<file path="config.mk">
export PLATFORM = sky130hd
export DESIGN_NAME = amou_core
export DESIGN_NICKNAME = d
export VERILOG_FILES = /design/src/logic/amou_pkg.sv /design/src/logic/amou_core.sv
export VERILOG_INCLUDE_DIRS = /design/src /design/src/logic
export SDC_FILE = /design/constraint.sdc
export NUM_CORES = 1
export LEC_CHECK = 0
export BUFFER_PORTS_ARGS = -buffer_cell sky130_fd_sc_hd__buf_2
export CORE_MARGIN = 2
export CORE_UTILIZATION = 57
export DETAILED_ROUTE_END_ITERATION = 12
export PLACE_DENSITY_LB_ADDON = 0.12
export SLEW_MARGIN = 20
export SYNTH_ARGS = -nofsm -noshare
export SYNTH_HDL_FRONTEND = slang
export SYNTH_SLANG_ARGS = --single-unit
</file>
<file path="constraint.sdc">
create_clock -name CORE_CLK -period 5.4 [get_ports CORE_CLK]
set_input_delay 0.81 -clock CORE_CLK [delete_from_list [all_inputs] [get_ports CORE_CLK]]
set_output_delay 0.81 -clock CORE_CLK [all_outputs]
set_load 0.02 [all_outputs]
</file>
<file path="src/logic/amou_regs.svh">
`ifndef AMOU_REGS_SVH
`define AMOU_REGS_SVH
`define AMOU_WORD_W 24
`define AMOU_ADDR_W 14
`define AMOU_OPC_W 7
`define AMOU_BIT_RELOC 23
`define AMOU_BIT_INDEX 22
`define AMOU_BIT_TRAP 21
`define AMOU_OPC_HI 21
`define AMOU_OPC_LO 15
`define AMOU_BIT_INDIR 14
`define AMOU_BIT_SIGN 23
`define AMOU_OP_SKIP_SIG 7'h20
`define AMOU_OP_OUT_PULSE 7'h02
`define AMOU_OP_MARK_BR 7'h23
`define AMOU_OP_RET_BR 7'h29
`define AMOU_SAVE_ADDR 14'h0000
`define AMOU_TRAP_BASE 14'h0040
`define AMOU_MODULE_WORDS 4096
`define AMOU_PC_RESET 14'h0000
`endif

</file>
<file path="src/logic/amou_pkg.sv">
package amou_pkg;
  typedef enum logic [3:0] {
    ST_IDLE, ST_FETCH, ST_FWAIT, ST_MODIFY, ST_IWAIT, ST_EXEC,
    ST_WWAIT, ST_TSAVE, ST_TWAIT, ST_HALT
  } amou_state_t;
endpackage

</file>
<file path="src/logic/amou_core.sv">
// Functional notes
// - Index flag set: add index register low bits to the address field.
// - Program counter holds current address; steps by one unless altered.
// - Memory address register presents every fetch and data access.
// - Opcode register holds the code of the executing instruction.
// - Instruction held unmodified in fetch register; modification and parity use the read word.
// - Read word captured in memory data register; restore comes from it.
// - One to four modules of 4096 words; 24 data bits plus parity.
// - Check supply before each access; halt instead when inadequate.
// - Stored words carry even parity over all 25 bits.
// - Parity checked on every read; halt on error if switch set.
// - Add or subtract overflow sets the overflow indicator.
// - Most negative word squared sets the overflow indicator.
// - Divide with numerator magnitude not below denominator sets it.
// - Left shift of a one past position 1 sets it.
// - Skip-on-signal tests then clears; output pulse just clears.
// - Overflow indicator is sticky until explicitly cleared.
// - Trap opcode saves indicator into bit 0 of location 00, clears it.
// - Mark-place-and-branch writes indicator to bit 0, keeps it.
// - Return branch ORs bit 0 of the operand word into indicator.
// - Indirect flag chains address words without limit.
// - Indexing applied at each level before the indirect flag test.
// - Codes 00-77 decode normally; 100-177 enter trap subroutines.
// - Modification affects only the internal copy, never memory.
// - Bit 2 is the trap flag; else bits 3-8 are the opcode.
// - Relocation bit 0 is ignored by execution.
// - Indexing costs no time; each indirect level costs one more memory read (at least two clock cycles).
`timescale 1ns/1ps
`default_nettype none
`include "amou_regs.svh"
module amou_core #(
  parameter int MODULES = 4
) (
  input wire logic CORE_CLK,
  input wire logic RST_B,
  input wire logic RUN,
  input wire logic POWER_OK,
  input wire logic HALT_ON_PARITY,
  input wire logic [`AMOU_WORD_W-1:0] INDEX_REG,
  input wire logic MEM_ACK,
  input wire logic [`AMOU_WORD_W-1:0] MEM_RDATA,
  input wire logic MEM_RPAR,
  input wire logic EXEC_DONE,
  input wire logic EXEC_PC_LOAD,
  input wire logic [`AMOU_ADDR_W-1:0] EXEC_PC_VALUE,
  input wire logic EXEC_WRITE,
  input wire logic [`AMOU_WORD_W-1:0] EXEC_WDATA,
  input wire logic ADD_OVF,
  input wire logic MUL_MAX_NEG,
  input wire logic DIV_OVF,
  input wire logic SHIFT_OVF,
  output logic MEM_REQ,
  output logic MEM_WE,
  output logic [`AMOU_ADDR_W-1:0] MEM_ADDR,
  output logic [`AMOU_WORD_W-1:0] MEM_WDATA,
  output logic MEM_WPAR,
  output logic [`AMOU_ADDR_W-1:0] PC,
  output logic [`AMOU_OPC_W-1:0] OPCODE,
  output logic [`AMOU_WORD_W-1:0] INSTR,
  output logic [`AMOU_WORD_W-1:0] MEM_DATA,
  output logic [`AMOU_ADDR_W-1:0] EFF_ADDR,
  output logic EXEC_START,
  output logic SKIP_TAKEN,
  output logic OVERFLOW,
  output logic PARITY_ERR,
  output logic POWER_HALT,
  output logic HALTED
);
  initial
  begin
    if (MODULES < 1 || MODULES > 4)
      $error("MODULES must be 1 to 4");
  end

  localparam int MEM_WORDS = MODULES * `AMOU_MODULE_WORDS;

  amou_pkg::amou_state_t state_q;
  logic [`AMOU_ADDR_W-1:0] pc_q;
  logic [`AMOU_ADDR_W-1:0] mar_q;
  logic [`AMOU_OPC_W-1:0] opc_q;
  logic [`AMOU_WORD_W-1:0] c_q;
  logic [`AMOU_WORD_W-1:0] m_q;
  logic [`AMOU_ADDR_W-1:0] ea_q;
  logic req_q;
  logic we_q;
  logic [`AMOU_WORD_W-1:0] wdata_q;
  logic wpar_q;
  logic start_q;
  logic skip_q;
  logic ovf_q;
  logic perr_q;
  logic phalt_q;
  logic fetch_op_q;
  logic opr_q;
  logic [`AMOU_OPC_W-1:0] cur_opc;
  logic [`AMOU_ADDR_W-1:0] idx_addr;
  logic [`AMOU_ADDR_W-1:0] rd_mod;
  logic rd_perr;
  logic [`AMOU_WORD_W-1:0] wr_word;

  function automatic logic even_par(input logic [`AMOU_WORD_W-1:0] w);
    even_par = ^w;
  endfunction

  // Index and address field share one adder for every level
  function automatic logic [`AMOU_ADDR_W-1:0] modify(
    input logic [`AMOU_WORD_W-1:0] w,
    input logic [`AMOU_ADDR_W-1:0] x);
    if (w[`AMOU_BIT_INDEX])
      modify = w[`AMOU_ADDR_W-1:0] + x;
    else
      modify = w[`AMOU_ADDR_W-1:0];
  endfunction

  function automatic logic in_range(input logic [`AMOU_ADDR_W-1:0] a);
    in_range = (32'(a) < MEM_WORDS);
  endfunction

  assign idx_addr = INDEX_REG[`AMOU_ADDR_W-1:0];
  assign rd_mod = modify(MEM_RDATA, idx_addr);
  assign rd_perr = (even_par(MEM_RDATA) != MEM_RPAR);
  // Sign bit is the leftmost bit 0 in machine numbering
  assign wr_word = EXEC_WDATA;
  assign cur_opc = fetch_op_q ? MEM_RDATA[`AMOU_OPC_HI:`AMOU_OPC_LO] : opc_q;

  // Sequencer; a failing supply check halts before any access begins
  always_ff @(posedge CORE_CLK)
  begin
    if (!RST_B)
    begin
      state_q <= amou_pkg::ST_IDLE;
      req_q <= 1'b0;
      we_q <= 1'b0;
      start_q <= 1'b0;
      phalt_q <= 1'b0;
      perr_q <= 1'b0;
      fetch_op_q <= 1'b0;
      opr_q <= 1'b0;
    end
    else
    begin
      start_q <= 1'b0;
      case (state_q)
        amou_pkg::ST_IDLE:
        begin
          if (RUN)
            state_q <= amou_pkg::ST_FETCH;
        end
        amou_pkg::ST_FETCH:
        begin
          if (!POWER_OK)
          begin
            phalt_q <= 1'b1;
            state_q <= amou_pkg::ST_HALT;
          end
          else
          begin
            req_q <= 1'b1;
            we_q <= 1'b0;
            fetch_op_q <= 1'b1;
            state_q <= amou_pkg::ST_FWAIT;
          end
        end
        amou_pkg::ST_FWAIT, amou_pkg::ST_IWAIT:
        begin
          if (MEM_ACK)
          begin
            req_q <= 1'b0;
            perr_q <= rd_perr;
            opr_q <= 1'b0;
            if (rd_perr && HALT_ON_PARITY)
              state_q <= amou_pkg::ST_HALT;
            else if (opr_q)
            begin
              // Operand word of a return branch is never an address word
              start_q <= 1'b1;
              state_q <= amou_pkg::ST_EXEC;
            end
            else if (fetch_op_q && MEM_RDATA[`AMOU_BIT_TRAP])
              state_q <= amou_pkg::ST_TSAVE;
            else if (MEM_RDATA[`AMOU_BIT_INDIR])
            begin
              if (!POWER_OK)
              begin
                phalt_q <= 1'b1;
                state_q <= amou_pkg::ST_HALT;
              end
              else
              begin
                req_q <= 1'b1;
                state_q <= amou_pkg::ST_IWAIT;
              end
            end
            else if (cur_opc == `AMOU_OP_RET_BR)
            begin
              if (!POWER_OK)
              begin
                phalt_q <= 1'b1;
                state_q <= amou_pkg::ST_HALT;
              end
              else
              begin
                req_q <= 1'b1;
                opr_q <= 1'b1;
                state_q <= amou_pkg::ST_IWAIT;
              end
            end
            else
            begin
              start_q <= 1'b1;
              state_q <= amou_pkg::ST_EXEC;
            end
            fetch_op_q <= 1'b0;
          end
        end
        amou_pkg::ST_EXEC:
        begin
          if (EXEC_WRITE)
          begin
            if (!POWER_OK)
            begin
              phalt_q <= 1'b1;
              state_q <= amou_pkg::ST_HALT;
            end
            else
            begin
              req_q <= 1'b1;
              we_q <= 1'b1;
              state_q <= amou_pkg::ST_WWAIT;
            end
          end
          else if (EXEC_DONE)
            state_q <= RUN ? amou_pkg::ST_FETCH : amou_pkg::ST_IDLE;
        end
        amou_pkg::ST_WWAIT:
        begin
          if (MEM_ACK)
          begin
            req_q <= 1'b0;
            we_q <= 1'b0;
            state_q <= amou_pkg::ST_EXEC;
          end
        end
        amou_pkg::ST_TSAVE:
        begin
          if (!POWER_OK)
          begin
            phalt_q <= 1'b1;
            state_q <= amou_pkg::ST_HALT;
          end
          else
          begin
            req_q <= 1'b1;
            we_q <= 1'b1;
            state_q <= amou_pkg::ST_TWAIT;
          end
        end
        amou_pkg::ST_TWAIT:
        begin
          if (MEM_ACK)
          begin
            req_q <= 1'b0;
            we_q <= 1'b0;
            state_q <= RUN ? amou_pkg::ST_FETCH : amou_pkg::ST_IDLE;
          end
        end
        amou_pkg::ST_HALT:
        begin
          if (!RUN)
          begin
            phalt_q <= 1'b0;
            state_q <= amou_pkg::ST_IDLE;
          end
        end
        default:
          state_q <= amou_pkg::ST_IDLE;
      endcase
    end
  end

  // Memory address register drives every access
  always_ff @(posedge CORE_CLK)
  begin
    if (!RST_B)
      mar_q <= `AMOU_PC_RESET;
    else if (state_q == amou_pkg::ST_IDLE)
      mar_q <= pc_q;
    else if (state_q == amou_pkg::ST_FETCH)
      mar_q <= pc_q;
    else if (state_q == amou_pkg::ST_TSAVE)
      mar_q <= `AMOU_SAVE_ADDR;
    else if ((state_q == amou_pkg::ST_FWAIT ||
              state_q == amou_pkg::ST_IWAIT) && MEM_ACK)
      mar_q <= rd_mod;
    else if (state_q == amou_pkg::ST_EXEC && EXEC_WRITE)
      mar_q <= ea_q;
  end

  // Fetch register keeps the unmodified copy; memory never sees the sum
  always_ff @(posedge CORE_CLK)
  begin
    if (!RST_B)
    begin
      c_q <= '0;
      opc_q <= '0;
      ea_q <= '0;
      m_q <= '0;
    end
    else if ((state_q == amou_pkg::ST_FWAIT ||
              state_q == amou_pkg::ST_IWAIT) && MEM_ACK)
    begin
      m_q <= MEM_RDATA;
      if (!opr_q)
        ea_q <= rd_mod;
      if (fetch_op_q)
      begin
        c_q <= MEM_RDATA;
        opc_q <= MEM_RDATA[`AMOU_OPC_HI:`AMOU_OPC_LO];
      end
    end
  end

  // Write data: trap save records the trap instruction's own address, overflow in sign bit
  always_ff @(posedge CORE_CLK)
  begin
    if (!RST_B)
    begin
      wdata_q <= '0;
      wpar_q <= 1'b0;
    end
    else if (state_q == amou_pkg::ST_TSAVE)
    begin
      wdata_q <= {ovf_q, 9'h000, pc_q};
      wpar_q <= even_par({ovf_q, 9'h000, pc_q});
    end
    else if (state_q == amou_pkg::ST_EXEC && EXEC_WRITE)
    begin
      if (opc_q == `AMOU_OP_MARK_BR)
      begin
        wdata_q <= {ovf_q, wr_word[`AMOU_WORD_W-2:0]};
        wpar_q <= even_par({ovf_q, wr_word[`AMOU_WORD_W-2:0]});
      end
      else
      begin
        wdata_q <= wr_word;
        wpar_q <= even_par(wr_word);
      end
    end
    else if (state_q == amou_pkg::ST_FWAIT || state_q == amou_pkg::ST_IWAIT)
    begin
      wdata_q <= m_q;
      wpar_q <= even_par(m_q);
    end
  end

  // Program counter; a trap enters at a per-code entry
  always_ff @(posedge CORE_CLK)
  begin
    if (!RST_B)
      pc_q <= `AMOU_PC_RESET;
    else if (state_q == amou_pkg::ST_TWAIT && MEM_ACK)
      pc_q <= `AMOU_TRAP_BASE | {8'h00, c_q[`AMOU_OPC_LO+5:`AMOU_OPC_LO]};
    else if (state_q == amou_pkg::ST_EXEC && EXEC_DONE && !EXEC_WRITE)
    begin
      if (EXEC_PC_LOAD)
        pc_q <= EXEC_PC_VALUE;
      else
        pc_q <= pc_q + 14'h0001;
    end
  end

  // Overflow: sets win over clears so no event is lost
  always_ff @(posedge CORE_CLK)
  begin
    if (!RST_B)
    begin
      ovf_q <= 1'b0;
      skip_q <= 1'b0;
    end
    else
    begin
      if (start_q && opc_q == `AMOU_OP_SKIP_SIG)
        skip_q <= !ovf_q;
      if (ADD_OVF || MUL_MAX_NEG || DIV_OVF || SHIFT_OVF)
        ovf_q <= 1'b1;
      else if (start_q && opc_q == `AMOU_OP_RET_BR)
        ovf_q <= ovf_q | m_q[`AMOU_BIT_SIGN];
      else if (start_q && (opc_q == `AMOU_OP_SKIP_SIG ||
                           opc_q == `AMOU_OP_OUT_PULSE))
        ovf_q <= 1'b0;
      else if (state_q == amou_pkg::ST_TWAIT && MEM_ACK)
        ovf_q <= 1'b0;
    end
  end

  assign MEM_REQ = req_q;
  assign MEM_WE = we_q;
  assign MEM_ADDR = mar_q;
  assign MEM_WDATA = wdata_q;
  assign MEM_WPAR = wpar_q;
  assign PC = pc_q;
  assign OPCODE = opc_q;
  assign INSTR = c_q;
  assign MEM_DATA = m_q;
  assign EFF_ADDR = ea_q;
  assign EXEC_START = start_q;
  assign SKIP_TAKEN = skip_q;
  assign OVERFLOW = ovf_q;
  assign PARITY_ERR = perr_q;
  assign POWER_HALT = phalt_q;
  assign HALTED = (state_q == amou_pkg::ST_HALT);
endmodule
`default_nettype wire

</file>
Word level (Yosys, flattened, before mapping)
Cells that the tools add are included.

Add/subtract/negate cells: 2. Equal/unequal tests: 27. Muxes and demuxes: 75. Bitwise gates (word level): 5. Reductions and logical operators: 46.

Operator list (count): XOR reduction 24 bit (5); two-way mux 14 bit (7); two-way mux 24 bit (4); two-way mux 4 bit (15); two-way mux 1 bit (41); one-hot mux 4 bit (8 select lines) (1); equality test 7 x 6 -> 1 bit, second input constant (4); two-way mux 7 bit (3); inequality test 2 bit, second input constant (10); equality test 4 x 3 -> 1 bit, second input constant (4); nonzero test 4 bit (4); adder 14 x 1 -> 14 bit, second input constant (1); adder 14 bit (1); one-hot mux 1 bit (4 select lines) (3); logical AND 1 bit (10); OR reduction 2 bit (5); equality test 4 bit, second input constant (2); AND reduction 4 bit (2); AND reduction 8 bit (1); equality test 7 x 2 -> 1 bit, second input constant (1); inequality test 3 bit, second input constant (2); AND reduction 2 bit (3); AND reduction 6 bit (1); nonzero test 2 bit (3); other kinds (14) (22).

Flip-flop bits (word level): 135. Input bits: 100. Output and inout port bits: 130. Logic and storage cells: 175.

Logic depth before layout (Yosys ltp)
Depth in word-level cells: 9. Mapped depth: 11. Mapped depth without buffers: 11.

Worst setup path after synthesis
Ideal clock, no wire load.

Kind: input to register. Start point: input INDEX_REG[0]. End point: register ea_q[12], in the netlist EFF_ADDR[12]. Setup time: 0.123 ns. Arrival time: 2.541 ns. Data required time: 5.277 ns. Path slack: 2.736 ns. Cell stages on the path: 11. Path buffers: 0. Path through: ha_1 -> inv_1 -> fa_1 -> nor2b_1 -> o21a_1 -> o21bai_1 -> a21o_1 -> a21oi_1 -> or4_1 -> a211oi_1 -> nor4b_1.

Word-level cells in the longest chain between the ends: 2.

RTL lines: start, declared (RTL line amou_core.sv:39) `` input wire logic [`AMOU_WORD_W-1:0] INDEX_REG, ``; adder 14 bit (RTL line amou_core.sv:110) `` modify = w[`AMOU_ADDR_W-1:0] + x; ``; two-way mux 14 bit (RTL line amou_core.sv:109) `` if (w[`AMOU_BIT_INDEX]) ``; end signal, assigned (RTL line amou_core.sv:314) `ea_q <= rd_mod;`; end, declared (RTL line amou_core.sv:83) `` logic [`AMOU_ADDR_W-1:0] ea_q; ``.

No other way between the ends. A chain may end at the register's enable or synchronous reset.

Final worst setup path
Start point: register state_q[3]. End point: output HALTED.

Word-level cells in the longest chain between the ends: 1.

RTL lines: start, declared (RTL line amou_core.sv:77) `amou_pkg::amou_state_t state_q;`; start signal, assigned (RTL line amou_core.sv:131) `state_q <= amou_pkg::ST_IDLE;`; start signal, assigned (RTL line amou_core.sv:147) `state_q <= amou_pkg::ST_FETCH;`; start signal, assigned (RTL line amou_core.sv:154) `state_q <= amou_pkg::ST_HALT;`; equality test 4 bit (RTL line amou_core.sv:411) `assign HALTED = (state_q == amou_pkg::ST_HALT);`; end, declared (RTL line amou_core.sv:67) `output logic HALTED`.

No other way between the ends.

==> results.py <==
metrics = {
    "sta": {
        "relSlewSlack": 0.299,
        "tightest_slew_ps": 1050,
        "grt_setup_unrepaired": "false",
        "fin_tns_setup_ps": 0,
        "finalMaxSlewViolations": 0,
        "final-setup-viol-count": 0,
        "finalCritPeriodShare": 0.594,
        "fin_crit_ps": 3210,
        "fin_worst_skew_ps": 8.48,
        "fmax_mhz": 312,
        "finalHoldViolCount": 0,
    },
    "final_layout": {
        "nets": 1320,
        "drive_above_1_share": 0.223,
        "area_delta_synth_final_pct": 22.3,
        "diodes": 0,
        "fin_cells": 1393,
    },
    "critical_path": {
        "worst_ep_required_time_ps": 4590,
        "worstSetupPathType": "register to output port",
        "end_kind": "output port",
        "cp_data_arrival_time_ps": 2400,
        "startpoint_type": "register",
        "cp_max_fo": 18,
    },
    "clocking": {
        "htree_levels": 4,
        "cts_buffer_depth": 2,
        "cts_resized": 0,
        "cts_buffers": 17,
        "postCtsSetupRepairBufs": 0,
        "clkSinkCount": 135,
        "cts_tree": "built",
        "clk_pin_slew_ps": 60,
        "clkLatencyLatePin_ps": 430,
        "root_buffer": "clkbuf_16",
        "ctsHoldBuffers": 0,
    },
    "global_routing": {
        "grt_pass1_wl_um": 38700,
        "grt_pass1_vias": 7188,
        "grt_max_degree": 86,
        "grt_usage": 0.340,
        "antenna_found_initial": 0,
        "overflow": 0,
    },
    "logic_synthesis": {
        "ys_seq_area_frac": 0.341,
        "synthTopCellsByArea": "dfxtp_1, nand2_1, xnor2_1",
        "yosys_warnings": 0,
        "netlist_area_mm2": 0.00793,
        "synth_edf_count": 0,
        "syn_inst": 1021,
        "yosysMostFrequentCell": "nand2_1",
        "yosys_register_bits": 135,
        "ys_async_sr_fraction": 0,
        "synthDominantCellAreaShare": 0.341,
        "syn-num-nets": 1141,
        "synthDistinctLibCells": 61,
        "synth_common_cells": "nand2_1, dfxtp_1, nor2_1, xnor2_1, a21oi_1",
        "synth_ff_type": "dfxtp_1",
        "synth_area_leader_cell": "dfxtp_1",
        "syn_area_per_cell_um2": 7.77,
    },
    "power": {
        "power.total_uw": 3980,
        "cellLeakagePower_uw": 0.00419,
        "power_frac_comb": 0.370,
        "switching_share": 0.387,
        "seq_power_share": 0.325,
        "powerDensity_mw_per_mm2": 410,
        "peakVddDrop_uv": 234,
        "clock_power_share": 0.305,
        "power.switching_uw": 1540,
        "p_int_uw": 2440,
    },
    "place": {
        "post-place-cells": 1361,
        "numPortBuffers": 219,
        "place_hpwl_um": 19000,
        "gp_congestion": 0.938,
    },
    "run_status": {
        "outcome": "finished, final reports clean",
    },
    "floorplan": {
        "rows": 43,
        "ioPinCount": 230,
        "core_area_mm2": 0.0137,
        "dieWidth_um": 122,
        "fp.dieH_um": 122,
        "initial_core_util": 0.578,
        "dieArea_mm2": 0.0149,
    },
    "job": {
        "drv_cap": 0,
    },
    "routing": {
        "drc": 0,
        "viasPerCell": 5.82,
        "drt-pass1-iter-count": 5,
        "wirelength_um": 25600,
        "drt_iter0_drc": 825,
        "num_vias": 8107,
        "wire_per_inst_um": 18.4,
        "ant_nets": 0,
    },
    "min_path": {
        "hold_path.class": "register to register",
    },
}
==> cells by family (layout without fill, tap and decap cells) <==
family          count (synthesis)  in the layout  share of synthesized area
compound gates                290            290                      0.242
xor+xnor                       93             93                      0.107
fa+ha+maj                      20             20                     0.0325
buf+inv                        85            277                     0.0412
flops                         135            135                      0.341
mux                            20             20                     0.0252
simple gates                  378            378                      0.211
==> power by group through the flow <==
stage | Clock, µW | Combinational (µW) | Sequential (µW)
after detailed placement | 0 | 1450 | 1310
after global placement | 0 | 1440 | 1310
after CTS | 1220 | 1460 | 1290
after global routing | 1260 | 1600 | 1310
after floorplan | 0 | 937 | 1380
final | 1210 | 1470 | 1290
==> critical path, stage by stage (launching register included) <==
cell,delay [ps]
dfxtp_1,730
clkinv_1,440
nor2_1,360
nand2_1,170
inv_1,100
buf_2,170
==> path summary, 6_finish.rpt <==
| check | from | end | slack [ps] | cells after the start |
|---|---|---|---|---|
| setup / recovery | state_q[3]$_SDFFE_PN0P_ | HALTED | 2190 | 5 |
| hold / removal | INSTR[7]$_SDFFE_PN0P_ | INSTR[7]$_SDFFE_PN0P_ | 460 | 2 |
| setup reg to reg | state_q[1]$_SDFFE_PN0P_ | OPCODE[2]$_SDFFE_PN0P_ | 2240 | 6 |
| hold reg to reg | INSTR[7]$_SDFFE_PN0P_ | INSTR[7]$_SDFFE_PN0P_ | 460 | 2 |
==> through the flow <==
stage	cell area, µm²	hold slack (ps)	setup WS, ps	util
floorplan	7930	533	2740	-
global placement	9080	448	2330	0.662
detailed placement	9080	455	2280	0.662
CTS	9700	462	2240	0.707
global route	9700	488	2060	0.707
finish	9700	459	2190	0.707
==> cell usage in the layout (no fill, tap or decap), types with 13 or more instances in the layout <==
cell type / count
a21oi_1: 68
dfxtp_1: 135
nand3_1: 17
o21ai_0: 56
mux2i_1: 20
a211oi_1: 13
buf_2: 219
xor2_1: 19
inv_1: 16
nor2_1: 76
a22oi_1: 13
xnor2_1: 71
clkbuf_16: 17
nor2b_1: 22
nand2_1: 197
ha_1: 19
a21boi_0: 60
==> sequential cells by signal, indices dropped and copies added, names as in the netlist, 4 cells and up <==
register / flops
OPCODE: 7
MEM_DATA: 24
MEM_WDATA: 24
EFF_ADDR: 14
INSTR: 24
state_q: 4
MEM_ADDR: 14
PC: 14
==> cell type report <==
| type | instances | area (µm²) |
|---|---|---|
| clock buffers | 19 | 443 |
| clock inverters | 13 | 168 |
| fillers | 1170 | 4020 |
| inverters | 17 | 63.8 |
| multi-input cells | 801 | 4920 |
| flip-flops and latches | 135 | 2700 |
| well taps | 180 | 225 |
| repair buffers | 228 | 1180 |
==> per-layer routing <==
layer  global-route usage  up-vias  share of wire
met2                0.543      399           0.46
li1                     -     3932              -
met4                0.121        0          0.026
met1                0.460     3729           0.42
met5                    0        -              0
met3               0.0651       47          0.085
Power figures use the tool's default switching activity.
